**src/hw/led_fault_pkg.sv**
```systemverilog
// Purpose: shared constants and carriers for the led driver fault monitor
// Assumes: 10 MHz system clock, classic wishbone register access
// Notes:   status registers sit at printed index, byte address is index * 4
package led_fault_pkg;

  localparam int          CLK_PERIOD_NS   = 100;
  localparam int          NUM_STRINGS     = 4;

  // register indices and byte addressing
  localparam logic [5:0]  REG_IDX_STR12   = 6'h05;
  localparam logic [5:0]  REG_IDX_STR34   = 6'h06;
  localparam logic [5:0]  REG_IDX_FAULTS  = 6'h07;
  localparam int          WB_ADR_W        = 8;
  localparam int          WB_DAT_W        = 32;
  localparam int          WB_SEL_W        = 4;

  // string register field positions (upper pair uses the low bits)
  localparam int          STR_UNUSED_HI_B = 7;
  localparam int          STR_UNUSED_LO_B = 6;
  localparam int          STR_HI_OV_B     = 5;
  localparam int          STR_HI_OPEN_B   = 4;
  localparam int          STR_HI_UNUSED_B = 3;
  localparam int          STR_LO_OV_B     = 2;
  localparam int          STR_LO_OPEN_B   = 1;
  localparam int          STR_LO_UNUSED_B = 0;
  localparam logic [1:0]  UNUSED_RESET    = 2'h0;

  // timing figures in their own units and derived cycle counts
  localparam int          TD_MAX_NS        = 1000;
  localparam int          TD_MAX_CYCLES    = TD_MAX_NS / CLK_PERIOD_NS;
  localparam int          POR_TIME_US      = 100;
  localparam int          POR_CYCLES       =
    (POR_TIME_US * 1000 + CLK_PERIOD_NS - 1) / CLK_PERIOD_NS;
  localparam int          FLAG_EXT_TIME_US = 8000;
  localparam int          FLAG_EXT_CYCLES  =
    (FLAG_EXT_TIME_US * 1000 + CLK_PERIOD_NS - 1) / CLK_PERIOD_NS;

  // over-current protection: blanking and window in switching clock periods, shutdown after a count of events
  localparam logic [2:0]  OC_BLANK_TICKS   = 3'h4;
  localparam logic [2:0]  OVERCURRENT_SHUTDOWN_EVENTS   = 3'h4;
  localparam logic [6:0]  OC_WINDOW_LAST   = 7'h7f;

  // fault register 07h layout
  typedef struct packed {
    logic oc_shutdown;
    logic overcurrent;
    logic overtemp;
    logic temp_warning;
  } fault_bits_s;

  // every asynchronous pin that enters the block
  typedef struct packed {
    logic                   enable;
    logic                   overtemp;
    logic                   temp_warning;
    logic                   overcurrent;
    logic                   low_side_ok;
    logic                   high_side_ok;
    logic                   soft_start_low;
    logic                   switch_clk;
    logic [NUM_STRINGS-1:0] dimming_pwm;
    logic [NUM_STRINGS-1:0] string_overvoltage;
    logic [NUM_STRINGS-1:0] string_open;
  } pin_in_s;

  typedef enum logic [2:0] {
    ST_SLEEP  = 3'b000,
    ST_LOW_ON = 3'b001,
    ST_HIGH_ON = 3'b010,
    ST_POR    = 3'b011,
    ST_RUN    = 3'b100,
    ST_HICCUP = 3'b101
  } power_state_e;

endpackage

```
**src/hw/led_fault_monitor.sv**
```systemverilog
// Purpose: fault latching, fault flag, power-up order and over-current
//          hiccup control for a four string led boost driver
// Assumes: all pins arrive asynchronous and pass a two stage synchroniser
// Notes:   status reached over classic wishbone, one answer per request
//
// The register offsets and register access over Wishbone were decided locally.
`timescale 1ns/1ps

module led_fault_monitor
  import led_fault_pkg::*;
#(
  parameter int FLAG_EXTEND_CYCLES = FLAG_EXT_CYCLES
) (
  input  wire logic                   sys_clk_i,
  input  wire logic                   reset_i,
  input  wire logic                   wb_cyc_i,
  input  wire logic                   wb_stb_i,
  input  wire logic                   wb_we_i,
  input  wire logic [WB_ADR_W-1:0]    wb_adr_i,
  input  wire logic [WB_DAT_W-1:0]    wb_dat_i,
  input  wire logic [WB_SEL_W-1:0]    wb_sel_i,
  output logic      [WB_DAT_W-1:0]    wb_dat_o,
  output logic                        wb_ack_o,
  input  wire logic                   enable_i,
  input  wire logic                   overtemp_i,
  input  wire logic                   temp_warning_i,
  input  wire logic                   overcurrent_i,
  input  wire logic                   low_side_supply_ok_i,
  input  wire logic                   high_side_supply_ok_i,
  input  wire logic                   soft_start_low_i,
  input  wire logic                   switch_clk_i,
  input  wire logic [NUM_STRINGS-1:0] dimming_pwm_i,
  input  wire logic [NUM_STRINGS-1:0] string_overvoltage_i,
  input  wire logic [NUM_STRINGS-1:0] string_open_i,
  output logic                        fault_flag_n_o,
  output logic                        low_side_supply_en_o,
  output logic                        high_side_supply_en_o,
  output logic                        por_active_o,
  output logic                        sleep_o,
  output logic                        converter_run_o,
  output logic                        switch_gate_drive_o,
  output logic                        soft_start_cap_discharge_o
);

  localparam int EXT_W = $clog2(FLAG_EXTEND_CYCLES + 1);
  localparam int POR_W = $clog2(POR_CYCLES + 1);

  // refuse a zero extension at elaboration, the timer would never load
  if (FLAG_EXTEND_CYCLES < 1) begin : g_bad_extend
    $error("FLAG_EXTEND_CYCLES must be at least one");
  end

  // synchroniser: stage one feeds stage two only
  pin_in_s pin_raw;
  pin_in_s pin_meta;
  pin_in_s pin;
  logic    sw_prev;
  logic    oc_prev;

  assign pin_raw = '{enable:             enable_i,
                     overtemp:           overtemp_i,
                     temp_warning:       temp_warning_i,
                     overcurrent:        overcurrent_i,
                     low_side_ok:        low_side_supply_ok_i,
                     high_side_ok:       high_side_supply_ok_i,
                     soft_start_low:     soft_start_low_i,
                     switch_clk:         switch_clk_i,
                     dimming_pwm:        dimming_pwm_i,
                     string_overvoltage: string_overvoltage_i,
                     string_open:        string_open_i};

  always_ff @(posedge sys_clk_i) begin
    if (reset_i) begin
      pin_meta <= '0;
      pin      <= '0;
      sw_prev  <= 1'b0;
      oc_prev  <= 1'b0;
    end else begin
      pin_meta <= pin_raw;
      pin      <= pin_meta;
      sw_prev  <= pin.switch_clk;
      oc_prev  <= pin.overcurrent;
    end
  end

  logic sw_tick;
  logic oc_event;
  assign sw_tick  = pin.switch_clk & ~sw_prev;
  assign oc_event = pin.overcurrent & ~oc_prev;

  // register bus
  logic                req;
  logic                ack;
  logic [WB_DAT_W-1:0] rdata;
  logic                next_ack;
  logic [WB_DAT_W-1:0] next_rdata;
  logic [WB_DAT_W-1:0] rd_mux;
  logic                rd_done;
  logic                wr_done;
  logic                rd_str;
  logic                rd_flt;

  // status state
  fault_bits_s            flt;
  fault_bits_s            next_flt;
  logic [1:0]             rd_pend;
  logic [1:0]             next_rd_pend;
  logic [NUM_STRINGS-1:0] unused_mask;
  logic [NUM_STRINGS-1:0] next_unused_mask;
  logic [NUM_STRINGS-1:0] s_open;
  logic [NUM_STRINGS-1:0] next_s_open;
  logic [NUM_STRINGS-1:0] s_ov;
  logic [NUM_STRINGS-1:0] next_s_ov;
  logic                   str_flag;
  logic                   next_str_flag;
  logic [EXT_W-1:0]       ext_cnt;
  logic [EXT_W-1:0]       next_ext_cnt;
  logic                   fault_active;

  // power and protection state
  power_state_e state;
  power_state_e next_state;
  logic [POR_W-1:0] por_cnt;
  logic [POR_W-1:0] next_por_cnt;
  logic [2:0]       blank_cnt;
  logic [2:0]       next_blank_cnt;
  logic [2:0]       evt_cnt;
  logic [2:0]       next_evt_cnt;
  logic [6:0]       win_cnt;
  logic [6:0]       next_win_cnt;
  logic             hiccup_start;
  logic             string_demand;

  // register read view
  logic [7:0] str12_view;
  logic [7:0] str34_view;
  assign str12_view = {unused_mask[0], unused_mask[1],
                       s_ov[0], s_open[0], unused_mask[0],
                       s_ov[1], s_open[1], unused_mask[1]};
  assign str34_view = {unused_mask[2], unused_mask[3],
                       s_ov[2], s_open[2], unused_mask[2],
                       s_ov[3], s_open[3], unused_mask[3]};

  assign req     = wb_cyc_i & wb_stb_i;
  assign rd_done = req & ack & ~wb_we_i;
  assign wr_done = req & ack & wb_we_i & wb_sel_i[0];
  assign rd_str  = rd_done & ((wb_adr_i[7:2] == REG_IDX_STR12) |
                              (wb_adr_i[7:2] == REG_IDX_STR34));
  assign rd_flt  = rd_done & (wb_adr_i[7:2] == REG_IDX_FAULTS);

  always_comb begin
    case (wb_adr_i[7:2])
      REG_IDX_STR12:  rd_mux = {24'h000000, str12_view};
      REG_IDX_STR34:  rd_mux = {24'h000000, str34_view};
      REG_IDX_FAULTS: rd_mux = {28'h0000000, flt};
      default:        rd_mux = '0;
    endcase
    next_ack   = req & ~ack;
    next_rdata = (req & ~ack & ~wb_we_i) ? rd_mux : rdata;
  end

  always_ff @(posedge sys_clk_i) begin
    if (reset_i) begin
      ack   <= 1'b0;
      rdata <= '0;
    end else begin
      ack   <= next_ack;
      rdata <= next_rdata;
    end
  end

  // status bits and fault flag
  always_comb begin
    fault_bits_s clr;
    fault_bits_s set;
    logic [NUM_STRINGS-1:0] open_set;
    logic [NUM_STRINGS-1:0] ov_set;
    clr      = '0;
    set      = '0;
    open_set = '0;
    ov_set   = '0;
    next_rd_pend     = rd_pend;
    next_unused_mask = unused_mask;

    // software marks unused strings so their faults are masked
    if (wr_done && wb_adr_i[7:2] == REG_IDX_STR12) begin
      next_unused_mask[0] = wb_dat_i[STR_UNUSED_HI_B];
      next_unused_mask[1] = wb_dat_i[STR_UNUSED_LO_B];
    end
    if (wr_done && wb_adr_i[7:2] == REG_IDX_STR34) begin
      next_unused_mask[2] = wb_dat_i[STR_UNUSED_HI_B];
      next_unused_mask[3] = wb_dat_i[STR_UNUSED_LO_B];
    end

    set.overtemp     = pin.overtemp;
    set.temp_warning = pin.temp_warning;
    set.overcurrent  = pin.overcurrent & (state != ST_SLEEP);
    set.oc_shutdown  = hiccup_start;

    // only bits the host actually saw are cleared, so a set that
    // lands between the data capture and completion survives
    if (rd_flt) begin
      clr.overcurrent = rdata[2];
      clr.oc_shutdown = rdata[3];
      next_rd_pend    = next_rd_pend | rdata[1:0];
    end
    if (rd_pend[1] && !pin.overtemp) begin
      clr.overtemp    = 1'b1;
      next_rd_pend[1] = 1'b0;
    end
    if (rd_pend[0] && !pin.temp_warning) begin
      clr.temp_warning = 1'b1;
      next_rd_pend[0]  = 1'b0;
    end
    if (state == ST_SLEEP) begin
      clr.overcurrent = 1'b1;
      clr.oc_shutdown = 1'b1;
    end
    next_flt = (flt & ~clr) | set;

    if (state != ST_SLEEP) begin
      open_set = pin.string_open & ~unused_mask;
      ov_set   = pin.string_overvoltage & ~unused_mask;
    end
    // string status only leaves through an enable cycle
    next_s_open = (state == ST_SLEEP) ? '0 : (s_open | open_set);
    next_s_ov   = (state == ST_SLEEP) ? '0 : (s_ov | ov_set);
    next_str_flag = (str_flag & ~(rd_str | rd_flt)) |
                    (|(open_set & ~s_open)) |
                    (|(ov_set & ~s_ov));

    if (fault_active)
      next_ext_cnt = EXT_W'(FLAG_EXTEND_CYCLES);
    else if (ext_cnt != '0)
      next_ext_cnt = ext_cnt - 1'b1;
    else
      next_ext_cnt = ext_cnt;
  end

  assign fault_active = (|flt) | str_flag |
                        pin.overtemp | pin.temp_warning;

  always_ff @(posedge sys_clk_i) begin
    if (reset_i) begin
      flt         <= '0;
      rd_pend     <= 2'h0;
      unused_mask <= {UNUSED_RESET, UNUSED_RESET};
      s_open      <= '0;
      s_ov        <= '0;
      str_flag    <= 1'b0;
      ext_cnt     <= '0;
    end else begin
      flt         <= next_flt;
      rd_pend     <= next_rd_pend;
      unused_mask <= next_unused_mask;
      s_open      <= next_s_open;
      s_ov        <= next_s_ov;
      str_flag    <= next_str_flag;
      ext_cnt     <= next_ext_cnt;
    end
  end

  // power sequencing and over-current protection
  assign string_demand = |(pin.dimming_pwm & ~unused_mask);
  assign hiccup_start  = (state == ST_RUN) && oc_event &&
                         (evt_cnt == OVERCURRENT_SHUTDOWN_EVENTS - 3'h1);

  always_comb begin
    next_state     = state;
    next_por_cnt   = por_cnt;
    next_blank_cnt = blank_cnt;
    next_evt_cnt   = evt_cnt;
    next_win_cnt   = win_cnt;
    case (state)
      ST_SLEEP: begin
        if (pin.enable)
          next_state = ST_LOW_ON;
      end
      ST_LOW_ON: begin
        if (pin.low_side_ok)
          next_state = ST_HIGH_ON;
      end
      ST_HIGH_ON: begin
        next_por_cnt = '0;
        if (pin.high_side_ok)
          next_state = ST_POR;
      end
      ST_POR: begin
        next_por_cnt = por_cnt + 1'b1;
        if (por_cnt == POR_W'(POR_CYCLES - 1))
          next_state = ST_RUN;
      end
      ST_RUN: begin
        if (sw_tick)
          next_win_cnt = win_cnt + 1'b1;
        if (sw_tick && win_cnt == OC_WINDOW_LAST)
          next_evt_cnt = '0;
        else if (oc_event)
          next_evt_cnt = evt_cnt + 1'b1;
        if (oc_event)
          next_blank_cnt = OC_BLANK_TICKS;
        else if (sw_tick && blank_cnt != '0)
          next_blank_cnt = blank_cnt - 1'b1;
        if (hiccup_start) begin
          next_state     = ST_HICCUP;
          next_evt_cnt   = '0;
          next_blank_cnt = '0;
        end
      end
      ST_HICCUP: begin
        // restarting blind keeps retrying while the fault stays
        if (pin.soft_start_low)
          next_state = ST_RUN;
      end
      default: next_state = ST_SLEEP;
    endcase
    if (!pin.enable) begin
      next_state     = ST_SLEEP;
      next_evt_cnt   = '0;
      next_blank_cnt = '0;
      next_win_cnt   = '0;
    end
  end

  always_ff @(posedge sys_clk_i) begin
    if (reset_i) begin
      state     <= ST_SLEEP;
      por_cnt   <= '0;
      blank_cnt <= '0;
      evt_cnt   <= '0;
      win_cnt   <= '0;
    end else begin
      state     <= next_state;
      por_cnt   <= next_por_cnt;
      blank_cnt <= next_blank_cnt;
      evt_cnt   <= next_evt_cnt;
      win_cnt   <= next_win_cnt;
    end
  end

  // registered outputs
  logic run_ok;
  assign run_ok = (state == ST_RUN) && !pin.overtemp && string_demand;

  always_ff @(posedge sys_clk_i) begin
    if (reset_i) begin
      fault_flag_n_o             <= 1'b1;
      low_side_supply_en_o       <= 1'b0;
      high_side_supply_en_o      <= 1'b0;
      por_active_o               <= 1'b0;
      sleep_o                    <= 1'b1;
      converter_run_o            <= 1'b0;
      switch_gate_drive_o        <= 1'b0;
      soft_start_cap_discharge_o <= 1'b0;
      wb_ack_o                   <= 1'b0;
      wb_dat_o                   <= '0;
    end else begin
      // flag latency is sync, latch and this stage, well inside the bound
      fault_flag_n_o <= ~(fault_active | (ext_cnt != '0));
      low_side_supply_en_o  <= (state != ST_SLEEP);
      high_side_supply_en_o <= (state != ST_SLEEP) && (state != ST_LOW_ON);
      por_active_o          <= (state == ST_POR);
      sleep_o               <= (state == ST_SLEEP);
      converter_run_o       <= run_ok;
      switch_gate_drive_o   <= run_ok && (blank_cnt == '0) &&
                               !oc_event;
      soft_start_cap_discharge_o <= (state == ST_HICCUP);
      wb_ack_o              <= next_ack;
      wb_dat_o              <= next_rdata;
    end
  end

endmodule

```
**config.mk**
```make
export PLATFORM = sky130hd
export DESIGN_NAME = led_fault_monitor
export DESIGN_NICKNAME = d
export VERILOG_FILES = /design/src/hw/led_fault_pkg.sv /design/src/hw/led_fault_monitor.sv
export SDC_FILE = /design/constraint.sdc
export NUM_CORES = 1
export LEC_CHECK = 0
export ABC_CLOCK_PERIOD_IN_PS = 2800
export BUFFER_PORTS_ARGS = -buffer_cell sky130_fd_sc_hd__buf_2
export CAP_MARGIN = 20
export CORE_ASPECT_RATIO = 0.8
export CORE_MARGIN = 3
export CORE_UTILIZATION = 45
export CTS_BUF_LIST = sky130_fd_sc_hd__clkbuf_4 sky130_fd_sc_hd__clkbuf_8 sky130_fd_sc_hd__clkbuf_16
export DETAILED_ROUTE_END_ITERATION = 8
export HOLD_SLACK_MARGIN = 0.15
export MAX_ROUTING_LAYER = met4
export PLACE_DENSITY_LB_ADDON = 0.25
export REMOVE_ABC_BUFFERS = 1
export SYNTH_ARGS = -nofsm -noshare
export SYNTH_HDL_FRONTEND = slang
export SYNTH_SLANG_ARGS = --single-unit
export TNS_END_PERCENT = 5
```
**constraint.sdc**
```tcl
create_clock -name sys_clk_i -period 2.8 [get_ports sys_clk_i]
set_clock_uncertainty 0.2 [all_clocks]
set_input_delay 0.7 -clock sys_clk_i [delete_from_list [all_inputs] [get_ports sys_clk_i]]
set_output_delay 0.7 -clock sys_clk_i [all_outputs]
set_load 0.05 [all_outputs]
```
==> impl_table.tex, run 1 <==
\begin{tabular}{lr}
\hline
Metric & Value \\
\hline
\multicolumn{2}{l}{\textbf{Cells and area}} \\
Top library cells by usage in the layout, fill and taps aside & 121 x dfxtp\_1, 55 x nor2\_1, 50 x buf\_2 \\
Share of post-route cells with drive strength above 1 & around 17\% \\
P\&R area growth vs syn & 18.82\% \\
Most frequent standard cell in the layout excluding fill and tap cells & dfxtp\_1 \\
Number of inserted filler cells in the final layout & around 950 \\
Number of antenna cells inserted & 0 \\
Number of cells in the finished layout apart from fillers & approximately 770 \\
Post-route core utilization & 55.97\% \\
Final cell area excluding filler cells & 0.005869 mm² \\
Post-layout net count & 690 \\
\multicolumn{2}{l}{\textbf{Critical path}} \\
Worst reg2reg endpoint & fault\_flag\_n\_o\$\_SDFF\_PP1\_ \\
CP Class & reg -> reg \\
Critical path's slowest cell & or4\_4 \\
CP endpoint & fault\_flag\_n\_o\$\_SDFF\_PP1\_ \\
Signal arrival time at the worst endpoint & 2730 ps \\
Capturing element type of the critical path & register \\
Reg-to-reg setup timing slack & $\sim$170 ps \\
Number of logic stages on the critical path including buffering & 5 \\
Worst setup SP type & register \\
Reg2reg start & ext\_cnt[2]\$\_SDFFE\_PP0P\_ \\
Ordered list of cells on the worst path & or4\_4 > or3\_1 > or4\_1 > buf\_4 > o21ai\_0 \\
Launching instance or port of the critical path & ext\_cnt[2]\$\_SDFFE\_PP0P\_ \\
Combined buffer and inverter count along the critical path & 1 \\
Crit-path max cell delay & just under 600 ps \\
Delay-heaviest family, CP & simple AND/OR/NAND/NOR gates \\
Worst-path maximum fanout & 7 \\
Data required, critical path & 2900 ps \\
FF-to-FF path depth & 5 \\
\multicolumn{2}{l}{\textbf{Floorplan}} \\
Initial Util & between 40\% and 50\% \\
Number of core rows & 33 \\
Die X-Extent & around 120 µm \\
Area enclosed by the die boundary & roughly 0.012 mm² \\
Number of ports placed on the die boundary & 110 \\
Placeable core region & around 0.010 mm² \\
Die Y & 99.71 µm \\
\multicolumn{2}{l}{\textbf{Timing}} \\
Sum of negative setup slack & 0 ps \\
Share of the clock period used by the worst path after layout & a little over nine tenths \\
RSZ-0062 raised after global routing & false \\
Maximum operating frequency & between 0.3 and 0.4 GHz \\
Max-slew violation count & 0 \\
Total of endpoints with negative setup slack in the final report & 0 \\
Min Clock Period, post-route & between 2000 and 3000 ps \\
Transition time of the tightest slew-check pin & between 500 and 600 ps \\
Count of endpoints failing hold in the final timing report & 0 \\
Max-slew headroom & roughly three fifths \\
\multicolumn{2}{l}{\textbf{Synthesis}} \\
Average cell area after synthesis & between 8 and 9 µm² \\
Seq/Total Area, Yosys & about half \\
Synthesized netlist cell count & between 500 and 600 \\
Number of warning messages in the yosys log & 0 \\
Most used flip-flop cell after synthesis & dfxtp\_1 \\
Mapped cell area & between 0.004 and 0.005 mm² \\
Count of distinct cell types in the synthesized netlist & 54 \\
EDFF count, synth & 0 \\
Number of synthesized register bits & around 120 \\
Share of async-settable or async-resettable flops after synthesis & 0\% \\
\multicolumn{2}{l}{\textbf{Route}} \\
First-pass DRT Iterations & 4 \\
DR WL/cell & roughly 13 µm \\
Total via count after detailed routing & between 3000 and 4000 \\
Final routed wirelength across all metal layers & $\sim$10000 µm \\
1st-iter DRT viols & about 340 \\
ANT nets after route & 0 \\
Via/cell ratio & 5.183 \\
Residual DRC & 0 \\
\multicolumn{2}{l}{\textbf{Placement}} \\
Placed cell count & about 730 \\
Number of port buffers & 50 \\
HPWL reported at the end of detailed placement & around 7100 µm \\
Routability cong. & about 0.87 \\
Placement-stage cell area & 0.005273 mm² \\
\multicolumn{2}{l}{\textbf{Min path}} \\
Startpoint of the worst hold path & pin\_meta[2]\$\_SDFF\_PP0\_ \\
Hold crit path type & reg -> reg \\
\multicolumn{2}{l}{\textbf{Clocking}} \\
Clk slew on worst S/H paths & roughly 60 ps \\
Sinks on the clock net & roughly 120 \\
CTS Root Cell & clkbuf\_16 \\
Post-CTS Hold Buffers & 0 \\
Depth of the CTS H-tree & 4 \\
Post-CTS setup-driven buffer insertion count & 0 \\
Count of cells resized by post-cts repair & 0 \\
Number of buffers on the longest clock path & 2 \\
Clock buffer count from CTS & 17 \\
CTS tree & yes \\
Worst-skew pair later-pin latency & a little over 400 ps \\
\multicolumn{2}{l}{\textbf{Global route}} \\
First-pass GRT wire length & approximately 17000 µm \\
Maximum number of pins on one net before global-route repair & 48 \\
Overall fraction of global-route tracks in use & 17.72\% \\
GR Overflow Total & 0 \\
Vias in the first global route & roughly 3800 \\
Initial antenna violation count & 0 \\
\multicolumn{2}{l}{\textbf{Status}} \\
Outcome & finished clean \\
\multicolumn{2}{l}{\textbf{Run}} \\
Maximum Capacitance Violations & 0 \\
\multicolumn{2}{l}{\textbf{Pwr}} \\
Worst supply voltage drop on vdd & between 500 and 600 µV \\
Power density over the cells & between 700 and 800 mW/mm² \\
Lkg Pwr & around 2.3 nW \\
\hline
\end{tabular}
## through the flow
step | setup slack, ps | total power [mW] | hold WS (ps)
4_1_cts | 144.7 | 4.732 | 236.0
2_1_floorplan | 163.2 | 2.357 | 213.8
6_report | 174.1 | 4.690 | 235.0
3_3_place_gp | 183.5 | 2.516 | 220.0
3_5_place_dp | 166.1 | 2.542 | 221.8
5_1_grt | 32.39 | 4.899 | 250.6
## worst min path at each step
stage / cells after the start / slack (ps) / endpoint
2_1_floorplan: 1 / 210 / pin[0]$_SDFF_PP0_
3_3_place_gp: 1 / 220 / pin[12]$_SDFF_PP0_
3_5_place_dp: 1 / 220 / pin[2]$_SDFF_PP0_
4_1_cts: 1 / 240 / pin[2]$_SDFF_PP0_
5_1_grt: 1 / 250 / pin[6]$_SDFF_PP0_
6_report: 1 / 240 / pin[2]$_SDFF_PP0_
## worst register-to-register path, cell delays in order (launching register included)
cell and delay, ps:
dfxtp_1 360, or4_4 590, or3_1 370, or4_1 580
buf_4 180, o21ai_0 240
## routing by layer
metal,track usage [%],routed length [µm]
met5,-,0
met4,7.404,166
met3,5.458,539
met2,28.07,4830
met1,20.90,4521
## sequential cells by signal, summed over array words and instances (netlist names), 2 cells and up
name,flops
blank_cnt,3
evt_cnt,3
ext_cnt,17
flt,4
pin,20
pin_meta,20
por_cnt,10
rd_pend,2
s_open,4
s_ov,4
state,3
unused_mask,4
wb_dat_o,8
win_cnt,7
## report_power, final
group | total, mW | internal, mW | leakage, nW | switching (mW)
combinational | 0.627 | 0.241 | 1.02 | 0.386
sequential | 1.88 | 1.81 | 0.988 | 0.0731
clock | 2.18 | 1.34 | 0.290 | 0.834
total | 4.69 | 3.40 | 2.30 | 1.29
## synthesized netlist by cell type, types with 4 or more instances
| library cell | instances | area, µm² |
|---|---|---|
| nor3b_1 | 7 | 52.55 |
| inv_1 | 28 | 105.1 |
| clkbuf_1 | 18 | 67.56 |
| a22oi_1 | 16 | 120.1 |
| nand2_1 | 36 | 135.1 |
| nor2b_1 | 47 | 294.0 |
| buf_4 | 24 | 180.2 |
| o31ai_1 | 5 | 37.54 |
| a31oi_1 | 4 | 25.02 |
| or4_1 | 9 | 67.56 |
| nor2_1 | 55 | 206.5 |
| nor3_1 | 18 | 90.09 |
| a21oi_1 | 46 | 230.2 |
| and3_1 | 5 | 31.28 |
| ha_1 | 8 | 100.1 |
| xnor2_1 | 6 | 52.55 |
| nor4_1 | 5 | 31.28 |
| or3_1 | 8 | 50.05 |
| o21ai_0 | 20 | 100.1 |
| nand3_1 | 16 | 80.08 |
| dfxtp_1 | 121 | 2422 |
| nand2b_1 | 5 | 31.28 |
## layout make-up
type | instances | area, µm² | share of cell area [%]
inverter | 28 | 105.1 | 1.791
sequential | 121 | 2422 | 41.27
clock buffer | 18 | 432.9 | 7.376
tap | 140 | 175.2 | 2.984
multi-input combinational | 382 | 2222 | 37.86
clock inverter | 14 | 163.9 | 2.793
timing repair buffer | 63 | 347.8 | 5.926
## logic make-up (layout without fill, tap and decap cells)
logic type | after synthesis | count (layout) | synth area share [%]
compound gates | 114 | 114 | 15.05
xor+xnor | 9 | 9 | 1.596
fa+ha+maj | 8 | 8 | 2.026
buf+inv | 75 | 123 | 7.725
flops | 121 | 121 | 49.04
mux | 4 | 4 | 0.8612
other cells | 1 | 24 | 0.07591
simple gates | 223 | 223 | 23.63
No activity file was read; power rests on OpenSTA's default activity.
==> inputs of run 2 (changes only) <==
--- a/config.mk
+++ b/config.mk
@@ -9,7 +9,6 @@
 export BUFFER_PORTS_ARGS = -buffer_cell sky130_fd_sc_hd__buf_2
 export CAP_MARGIN = 20
 export CORE_ASPECT_RATIO = 0.8
-export CORE_MARGIN = 3
 export CORE_UTILIZATION = 45
 export CTS_BUF_LIST = sky130_fd_sc_hd__clkbuf_4 sky130_fd_sc_hd__clkbuf_8 sky130_fd_sc_hd__clkbuf_16
 export DETAILED_ROUTE_END_ITERATION = 8
==> run 2 against run 1 <==
Against the previous run:
- core utilization is 0.053 points higher
- maximum frequency is 0.79% higher
- critical path depth stayed put
- global-route usage is 2.2 points higher
- non-clock buffer count stayed put
- register-to-register slack better by 20 ps
- sequential cell count stayed put
- count of clock-buffer cells in the layout stayed put
- sequential share of layout area is 0.12 points higher
- cell count stayed put
- setup slack better by 21 ps
- clock power is 4% lower
==> impl_table.tex, run 2 (synthesized netlist as in run 1, its figures left out) <==
\begin{tabular}{lr}
\hline
Metric & Value \\
\hline
\multicolumn{2}{l}{\textbf{Floorplan}} \\
Number of ports placed on the die boundary & 110 (unchanged) \\
Area enclosed by the die boundary & 0.01140 mm² (-7.1\%) \\
Placeable core region & 0.01045 mm² (-0.39\%) \\
Initial Util & 47.29\% (+0.19 points) \\
Number of core rows & 33 (unchanged) \\
Die Y & 95.71 µm (-4.0\%) \\
Die X-Extent & 119.1 µm (-3.2\%) \\
\multicolumn{2}{l}{\textbf{Route}} \\
Via/cell ratio & 5.142 (-0.78\%) \\
Residual DRC & 0 (unchanged) \\
Total via count after detailed routing & 3939 (-0.78\%) \\
Final routed wirelength across all metal layers & 10070 µm (+0.16\%) \\
First-pass DRT Iterations & 5 (+1) \\
DR WL/cell & 13.15 µm (+0.16\%) \\
1st-iter DRT viols & 270 (-19\%) \\
ANT nets after route & 0 (unchanged) \\
\multicolumn{2}{l}{\textbf{Cells and area}} \\
Share of post-route cells with drive strength above 1 & 16.77\% (+0.16 points) \\
P\&R area growth vs syn & 18.46\% \\
Final cell area excluding filler cells & 0.005852 mm² (-0.30\%) \\
Most frequent standard cell in the layout excluding fill and tap cells & dfxtp\_1 \\
Number of antenna cells inserted & 0 (unchanged) \\
Number of cells in the finished layout apart from fillers & 766 (unchanged) \\
Post-layout net count & 690 (unchanged) \\
Post-route core utilization & 56.02\% (about the same) \\
Top library cells by usage in the layout, fill and taps aside & 121 x dfxtp\_1, 55 x nor2\_1, 50 x buf\_2 \\
Registers with the highest flip-flop counts & pin (20), pin\_meta (20), ext\_cnt (17) \\
\multicolumn{2}{l}{\textbf{Global route}} \\
Overall fraction of global-route tracks in use & 19.93\% (+2.2 points) \\
Initial antenna violation count & 0 (unchanged) \\
GR Overflow Total & 0 (unchanged) \\
Vias in the first global route & 3760 (+0.053\%) \\
Maximum number of pins on one net before global-route repair & 54 (+13\%) \\
First-pass GRT wire length & 17180 µm (+2.6\%) \\
\multicolumn{2}{l}{\textbf{Placement}} \\
Routability cong. & 0.7888 (-9.8\%) \\
Number of port buffers & 50 (unchanged) \\
HPWL reported at the end of detailed placement & 6911 µm (-2.4\%) \\
Placement-stage cell area & 0.005273 mm² (unchanged) \\
Placed cell count & 734 (unchanged) \\
\multicolumn{2}{l}{\textbf{Timing}} \\
Share of the clock period used by the worst path after layout & 93.05\% (-0.74 points) \\
Sum of negative setup slack & 0 ps (unchanged) \\
Min Clock Period, post-route & 2605 ps (-20.58 ps) \\
Max-slew headroom & 49.03\% (-12 points) \\
Max-slew violation count & 0 (unchanged) \\
RSZ-0062 raised after global routing & false \\
Transition time of the tightest slew-check pin & 745.3 ps (+163.5 ps) \\
Count of endpoints failing hold in the final timing report & 0 (unchanged) \\
Maximum operating frequency & 0.3838 GHz (+0.79\%) \\
Total of endpoints with negative setup slack in the final report & 0 (unchanged) \\
\multicolumn{2}{l}{\textbf{Critical path}} \\
Signal arrival time at the worst endpoint & 2740 ps (about the same) \\
Worst-path maximum fanout & 10 (+3) \\
Crit-path max cell delay & 630 ps (+40 ps) \\
Ordered list of cells on the worst path & or4\_4 > or3\_4 > o41ai\_4 > o21ai\_0 > a21oi\_1 \\
Capturing element type of the critical path & register \\
Worst setup SP type & register \\
Critical path's slowest cell & o41ai\_4 \\
Data required, critical path & 2940 ps (+40 ps) \\
CP Class & reg -> reg \\
\multicolumn{2}{l}{\textbf{Clocking}} \\
Sinks on the clock net & 121 (unchanged) \\
CTS tree & yes \\
Clk slew on worst S/H paths & 60 ps (about the same) \\
CTS Root Cell & clkbuf\_16 \\
Post-CTS Hold Buffers & 0 (unchanged) \\
Clock buffer count from CTS & 17 (unchanged) \\
Worst-skew pair later-pin latency & 420 ps (about the same) \\
Number of buffers on the longest clock path & 2 (unchanged) \\
Depth of the CTS H-tree & 4 (unchanged) \\
\multicolumn{2}{l}{\textbf{Run}} \\
Maximum Capacitance Violations & 0 (unchanged) \\
\multicolumn{2}{l}{\textbf{Pwr}} \\
Lkg Pwr & 2.286 nW (-0.52\%) \\
Power density over the cells & 788.2 mW/mm² (-1.4\%) \\
Worst supply voltage drop on vdd & 489.0 µV (-4.6\%) \\
\multicolumn{2}{l}{\textbf{Status}} \\
Outcome & finished clean \\
\multicolumn{2}{l}{\textbf{Min path}} \\
Hold crit path type & reg -> reg \\
\hline
\end{tabular}
## run 2: per-layer routing
layer	vias to the layer above	share of wire [%]	GRT usage, %
met1	1841	47	23.65
met4	0	0.94	6.540
met2	98	47	31.78
met5	-	0	-
met3	8	5.1	6.991
li1	1992	-	-
## run 2: layout make-up
cell class / count / area (µm²)
fill: 951 / 4594
sequential: 121 / 2422
multi-input combinational: 382 / 2227
clock buffer: 18 / 432.9
timing repair buffer: 63 / 347.8
tap: 140 / 175.2
clock inverter: 14 / 141.4
inverter: 28 / 105.1
## run 2: where the power goes
group	internal [mW]	total [mW]	switching, mW
clock	1.25	2.10	0.851
sequential	1.81	1.88	0.0675
combinational	0.241	0.630	0.389
total	3.31	4.61	1.31
## run 2: worst paths after layout
path / startpoint / endpoint / slack [ps] / cells after the start
setup reg to reg: ext_cnt[3]$_SDFFE_PP0P_ / ext_cnt[10]$_SDFFE_PP0P_ / 190 / 5
hold reg to reg: pin_meta[16]$_SDFF_PP0_ / pin[16]$_SDFF_PP0_ / 230 / 1
hold / removal: pin_meta[16]$_SDFF_PP0_ / pin[16]$_SDFF_PP0_ / 230 / 1
setup / recovery: ext_cnt[3]$_SDFFE_PP0P_ / ext_cnt[10]$_SDFFE_PP0P_ / 190 / 5
## run 2: per-stage QoR
stage | hold WS, ps | total power [mW] | worst slack, ps
final | 231.7 | 4.613 | 194.7
after global routing | 249.3 | 4.821 | 59.31
after CTS | 233.4 | 4.634 | 69.33
after detailed placement | 220.4 | 2.533 | 110.0
after global placement | 219.4 | 2.509 | 117.7
after floorplan | 213.8 | 2.357 | 163.2
## run 2: worst max-delay path, delay by kind of cell, from the launching register on
family,cells,cell delay (ps)
simple gates,2,990
compound gates,3,1000
flops,1,340
## run 2: repair_timing
item                                    CTS  global route
resized for setup                         0             1
buffers inserted                          0             0
endpoints found under the setup margin    0             5
==> inputs of run 3 (changes only) <==
--- a/config.mk
+++ b/config.mk
@@ -13,7 +13,6 @@
 export CTS_BUF_LIST = sky130_fd_sc_hd__clkbuf_4 sky130_fd_sc_hd__clkbuf_8 sky130_fd_sc_hd__clkbuf_16
 export DETAILED_ROUTE_END_ITERATION = 8
 export HOLD_SLACK_MARGIN = 0.15
-export MAX_ROUTING_LAYER = met4
 export PLACE_DENSITY_LB_ADDON = 0.25
 export REMOVE_ABC_BUFFERS = 1
 export SYNTH_ARGS = -nofsm -noshare
==> run 3 against run 2 <==
Against the previous run:
- combinational power about the same
- clock power barely moved
- wire length about the same
- design area did not move
- via count shrank 0.33%
- critical endpoint is now ext_cnt[0]$_SDFFE_PP0P_
- largest cell class unchanged
- largest power group unchanged
==> impl_table.tex, run 3 (synthesized netlist as in run 1, its figures left out) <==
\begin{tabular}{lr}
\hline
Metric & Value \\
\hline
\multicolumn{2}{l}{\textbf{Global route}} \\
Initial antenna violation count & 0 (unchanged) \\
Met3 routing resource usage after global routing & 7.168\% (+0.18 points) \\
GR Overflow Total & 0 (unchanged) \\
First-pass GRT wire length & 17190 µm (about the same) \\
Maximum number of pins on one net before global-route repair & 54 (unchanged) \\
Met2 usage & 31.78\% (unchanged) \\
Vias in the first global route & 3753 (-0.19\%) \\
Busiest metal layer after global routing & met2 \\
Overall fraction of global-route tracks in use & 19.39\% (-0.55 points) \\
Met1 layer usage reported by global route & 23.65\% (unchanged) \\
\multicolumn{2}{l}{\textbf{Cells and area}} \\
Most frequent standard cell in the layout excluding fill and tap cells & dfxtp\_1 \\
Number of cells in the finished layout apart from fillers & 766 (unchanged) \\
Top library cells by usage in the layout, fill and taps aside & 121 x dfxtp\_1, 55 x nor2\_1, 50 x buf\_2 \\
Number of antenna cells inserted & 0 (unchanged) \\
Share of post-route cells with drive strength above 1 & 16.77\% (unchanged) \\
P\&R area growth vs syn & 18.46\% (unchanged) \\
Post-layout net count & 690 (unchanged) \\
Registers with the highest flip-flop counts & pin (20), pin\_meta (20), ext\_cnt (17) \\
\multicolumn{2}{l}{\textbf{Clocking}} \\
Worst-skew pair later-pin latency & 420 ps (about the same) \\
Post-CTS setup-driven buffer insertion count & 0 (unchanged) \\
Sinks on the clock net & 121 (unchanged) \\
Number of buffers on the longest clock path & 2 (unchanged) \\
CTS Root Cell & clkbuf\_16 \\
CTS tree & yes \\
Clk slew on worst S/H paths & 60 ps (about the same) \\
Post-CTS Hold Buffers & 0 (unchanged) \\
Clock buffer count from CTS & 17 (unchanged) \\
Depth of the CTS H-tree & 4 (unchanged) \\
\multicolumn{2}{l}{\textbf{Timing}} \\
RSZ-0062 raised after global routing & false \\
Transition time of the tightest slew-check pin & 746.6 ps (+1.281 ps) \\
Count of endpoints failing hold in the final timing report & 0 (unchanged) \\
Maximum operating frequency & 0.3841 GHz (about the same) \\
Final worst-path setup slack & 196.3 ps (+1.585 ps) \\
Worst Hold Margin & 234.2 ps (+2.516 ps) \\
Min Clock Period, post-route & 2604 ps (-1.585 ps) \\
Max-slew violation count & 0 (unchanged) \\
Max-slew headroom & 48.94\% (-0.088 points) \\
Share of the clock period used by the worst path after layout & 92.99\% (about the same) \\
Sum of negative setup slack & 0 ps (unchanged) \\
Total of endpoints with negative setup slack in the final report & 0 (unchanged) \\
\multicolumn{2}{l}{\textbf{Floorplan}} \\
Area enclosed by the die boundary & 0.01140 mm² (unchanged) \\
Die Y & 95.71 µm (unchanged) \\
Placeable core region & 0.01045 mm² (unchanged) \\
Initial Util & 47.29\% (unchanged) \\
Number of ports placed on the die boundary & 110 (unchanged) \\
Number of core rows & 33 (unchanged) \\
Die X-Extent & 119.1 µm (unchanged) \\
\multicolumn{2}{l}{\textbf{Pwr}} \\
Worst supply voltage drop on vdd & 487.9 µV (-0.21\%) \\
Lkg Pwr & 2.286 nW (unchanged) \\
Power density over the cells & 787.3 mW/mm² (-0.12\%) \\
\multicolumn{2}{l}{\textbf{Placement}} \\
Worst setup slack after placement & 110.0 ps (unchanged) \\
Routability cong. & 0.7782 (-1.3\%) \\
Number of port buffers & 50 (unchanged) \\
Placed cell count & 734 (unchanged) \\
HPWL reported at the end of detailed placement & 6911 µm (unchanged) \\
\multicolumn{2}{l}{\textbf{Critical path}} \\
Capturing element type of the critical path & register \\
Data required, critical path & 2890 ps (-50 ps) \\
Reg-to-reg setup timing slack & 200 ps (about the same) \\
Worst setup SP type & register \\
Worst-path maximum fanout & 10 (unchanged) \\
CP Class & reg -> reg \\
Signal arrival time at the worst endpoint & 2700 ps (-40 ps) \\
\multicolumn{2}{l}{\textbf{Status}} \\
Outcome & finished clean \\
\multicolumn{2}{l}{\textbf{Min path}} \\
Hold crit path type & reg -> reg \\
\multicolumn{2}{l}{\textbf{Route}} \\
1st-iter DRT viols & 241 (-11\%) \\
Final routed wirelength across all metal layers & 10080 µm (about the same) \\
Total via count after detailed routing & 3926 (-0.33\%) \\
DR WL/cell & 13.16 µm (about the same) \\
First-pass DRT Iterations & 5 (unchanged) \\
Via/cell ratio & 5.125 (-0.33\%) \\
ANT nets after route & 0 (unchanged) \\
Residual DRC & 0 (unchanged) \\
\multicolumn{2}{l}{\textbf{Run}} \\
Maximum Capacitance Violations & 0 (unchanged) \\
\hline
\end{tabular}
==> run 3: cell counts in the layout (fill, tap and decap cells not counted) <==
Identical to the previous run, type by type.
==> run 3: timing repair <==
item | CTS | global route
hold endpoints to repair | 0 | 0
gates resized for setup | 0 | 1
setup endpoints to repair | 0 | 5
==> run 3: report_power, final <==
part	total (mW)	switching, mW	internal (mW)
clock	2.10	0.846	1.25
combinational	0.630	0.389	0.241
sequential	1.88	0.0675	1.81
==> run 3: critical path, cell delays in order (launching register included) <==
cell and delay [ps]:
dfxtp_1 340, or4_4 570, or3_4 420, or4_1 580, buf_4 180, xnor2_1 130, nor2_1 50
==> run 3: path summary, 6_finish.rpt <==
| check | start | end | cells past startpoint |
|---|---|---|---|
| max reg2reg | ext_cnt[3]$_SDFFE_PP0P_ | ext_cnt[0]$_SDFFE_PP0P_ | 6 |
| min | pin_meta[16]$_SDFF_PP0_ | pin[16]$_SDFF_PP0_ | 1 |
| min reg2reg | pin_meta[16]$_SDFF_PP0_ | pin[16]$_SDFF_PP0_ | 1 |
| max | ext_cnt[3]$_SDFFE_PP0P_ | ext_cnt[0]$_SDFFE_PP0P_ | 6 |
==> run 3: routing by layer <==
metal	part of all wire, %	vias to the layer above
met3	4.5	9
met2	47	87
met4	1.2	0
met1	48	1838
li1	-	1992
met5	0	-
==> run 3: layout make-up <==
| type | instances | area (µm²) |
|---|---|---|
| well taps | 140 | 175.2 |
| inverters | 28 | 105.1 |
| repair buffers | 63 | 347.8 |
| clock inverters | 14 | 141.4 |
| fillers | 951 | 4594 |
| multi-input cells | 382 | 2227 |
| clock buffers | 18 | 432.9 |
| flip-flops and latches | 121 | 2422 |
==> run 3: stage by stage <==
stage	utilization, %	total power [mW]	instance area [µm²]
floorplan	-	2.357	4750
global placement	50.47	2.509	5273
detailed placement	50.47	2.533	5273
CTS	55.97	4.634	5847
global route	56.02	4.823	5852
finish	56.02	4.607	5852
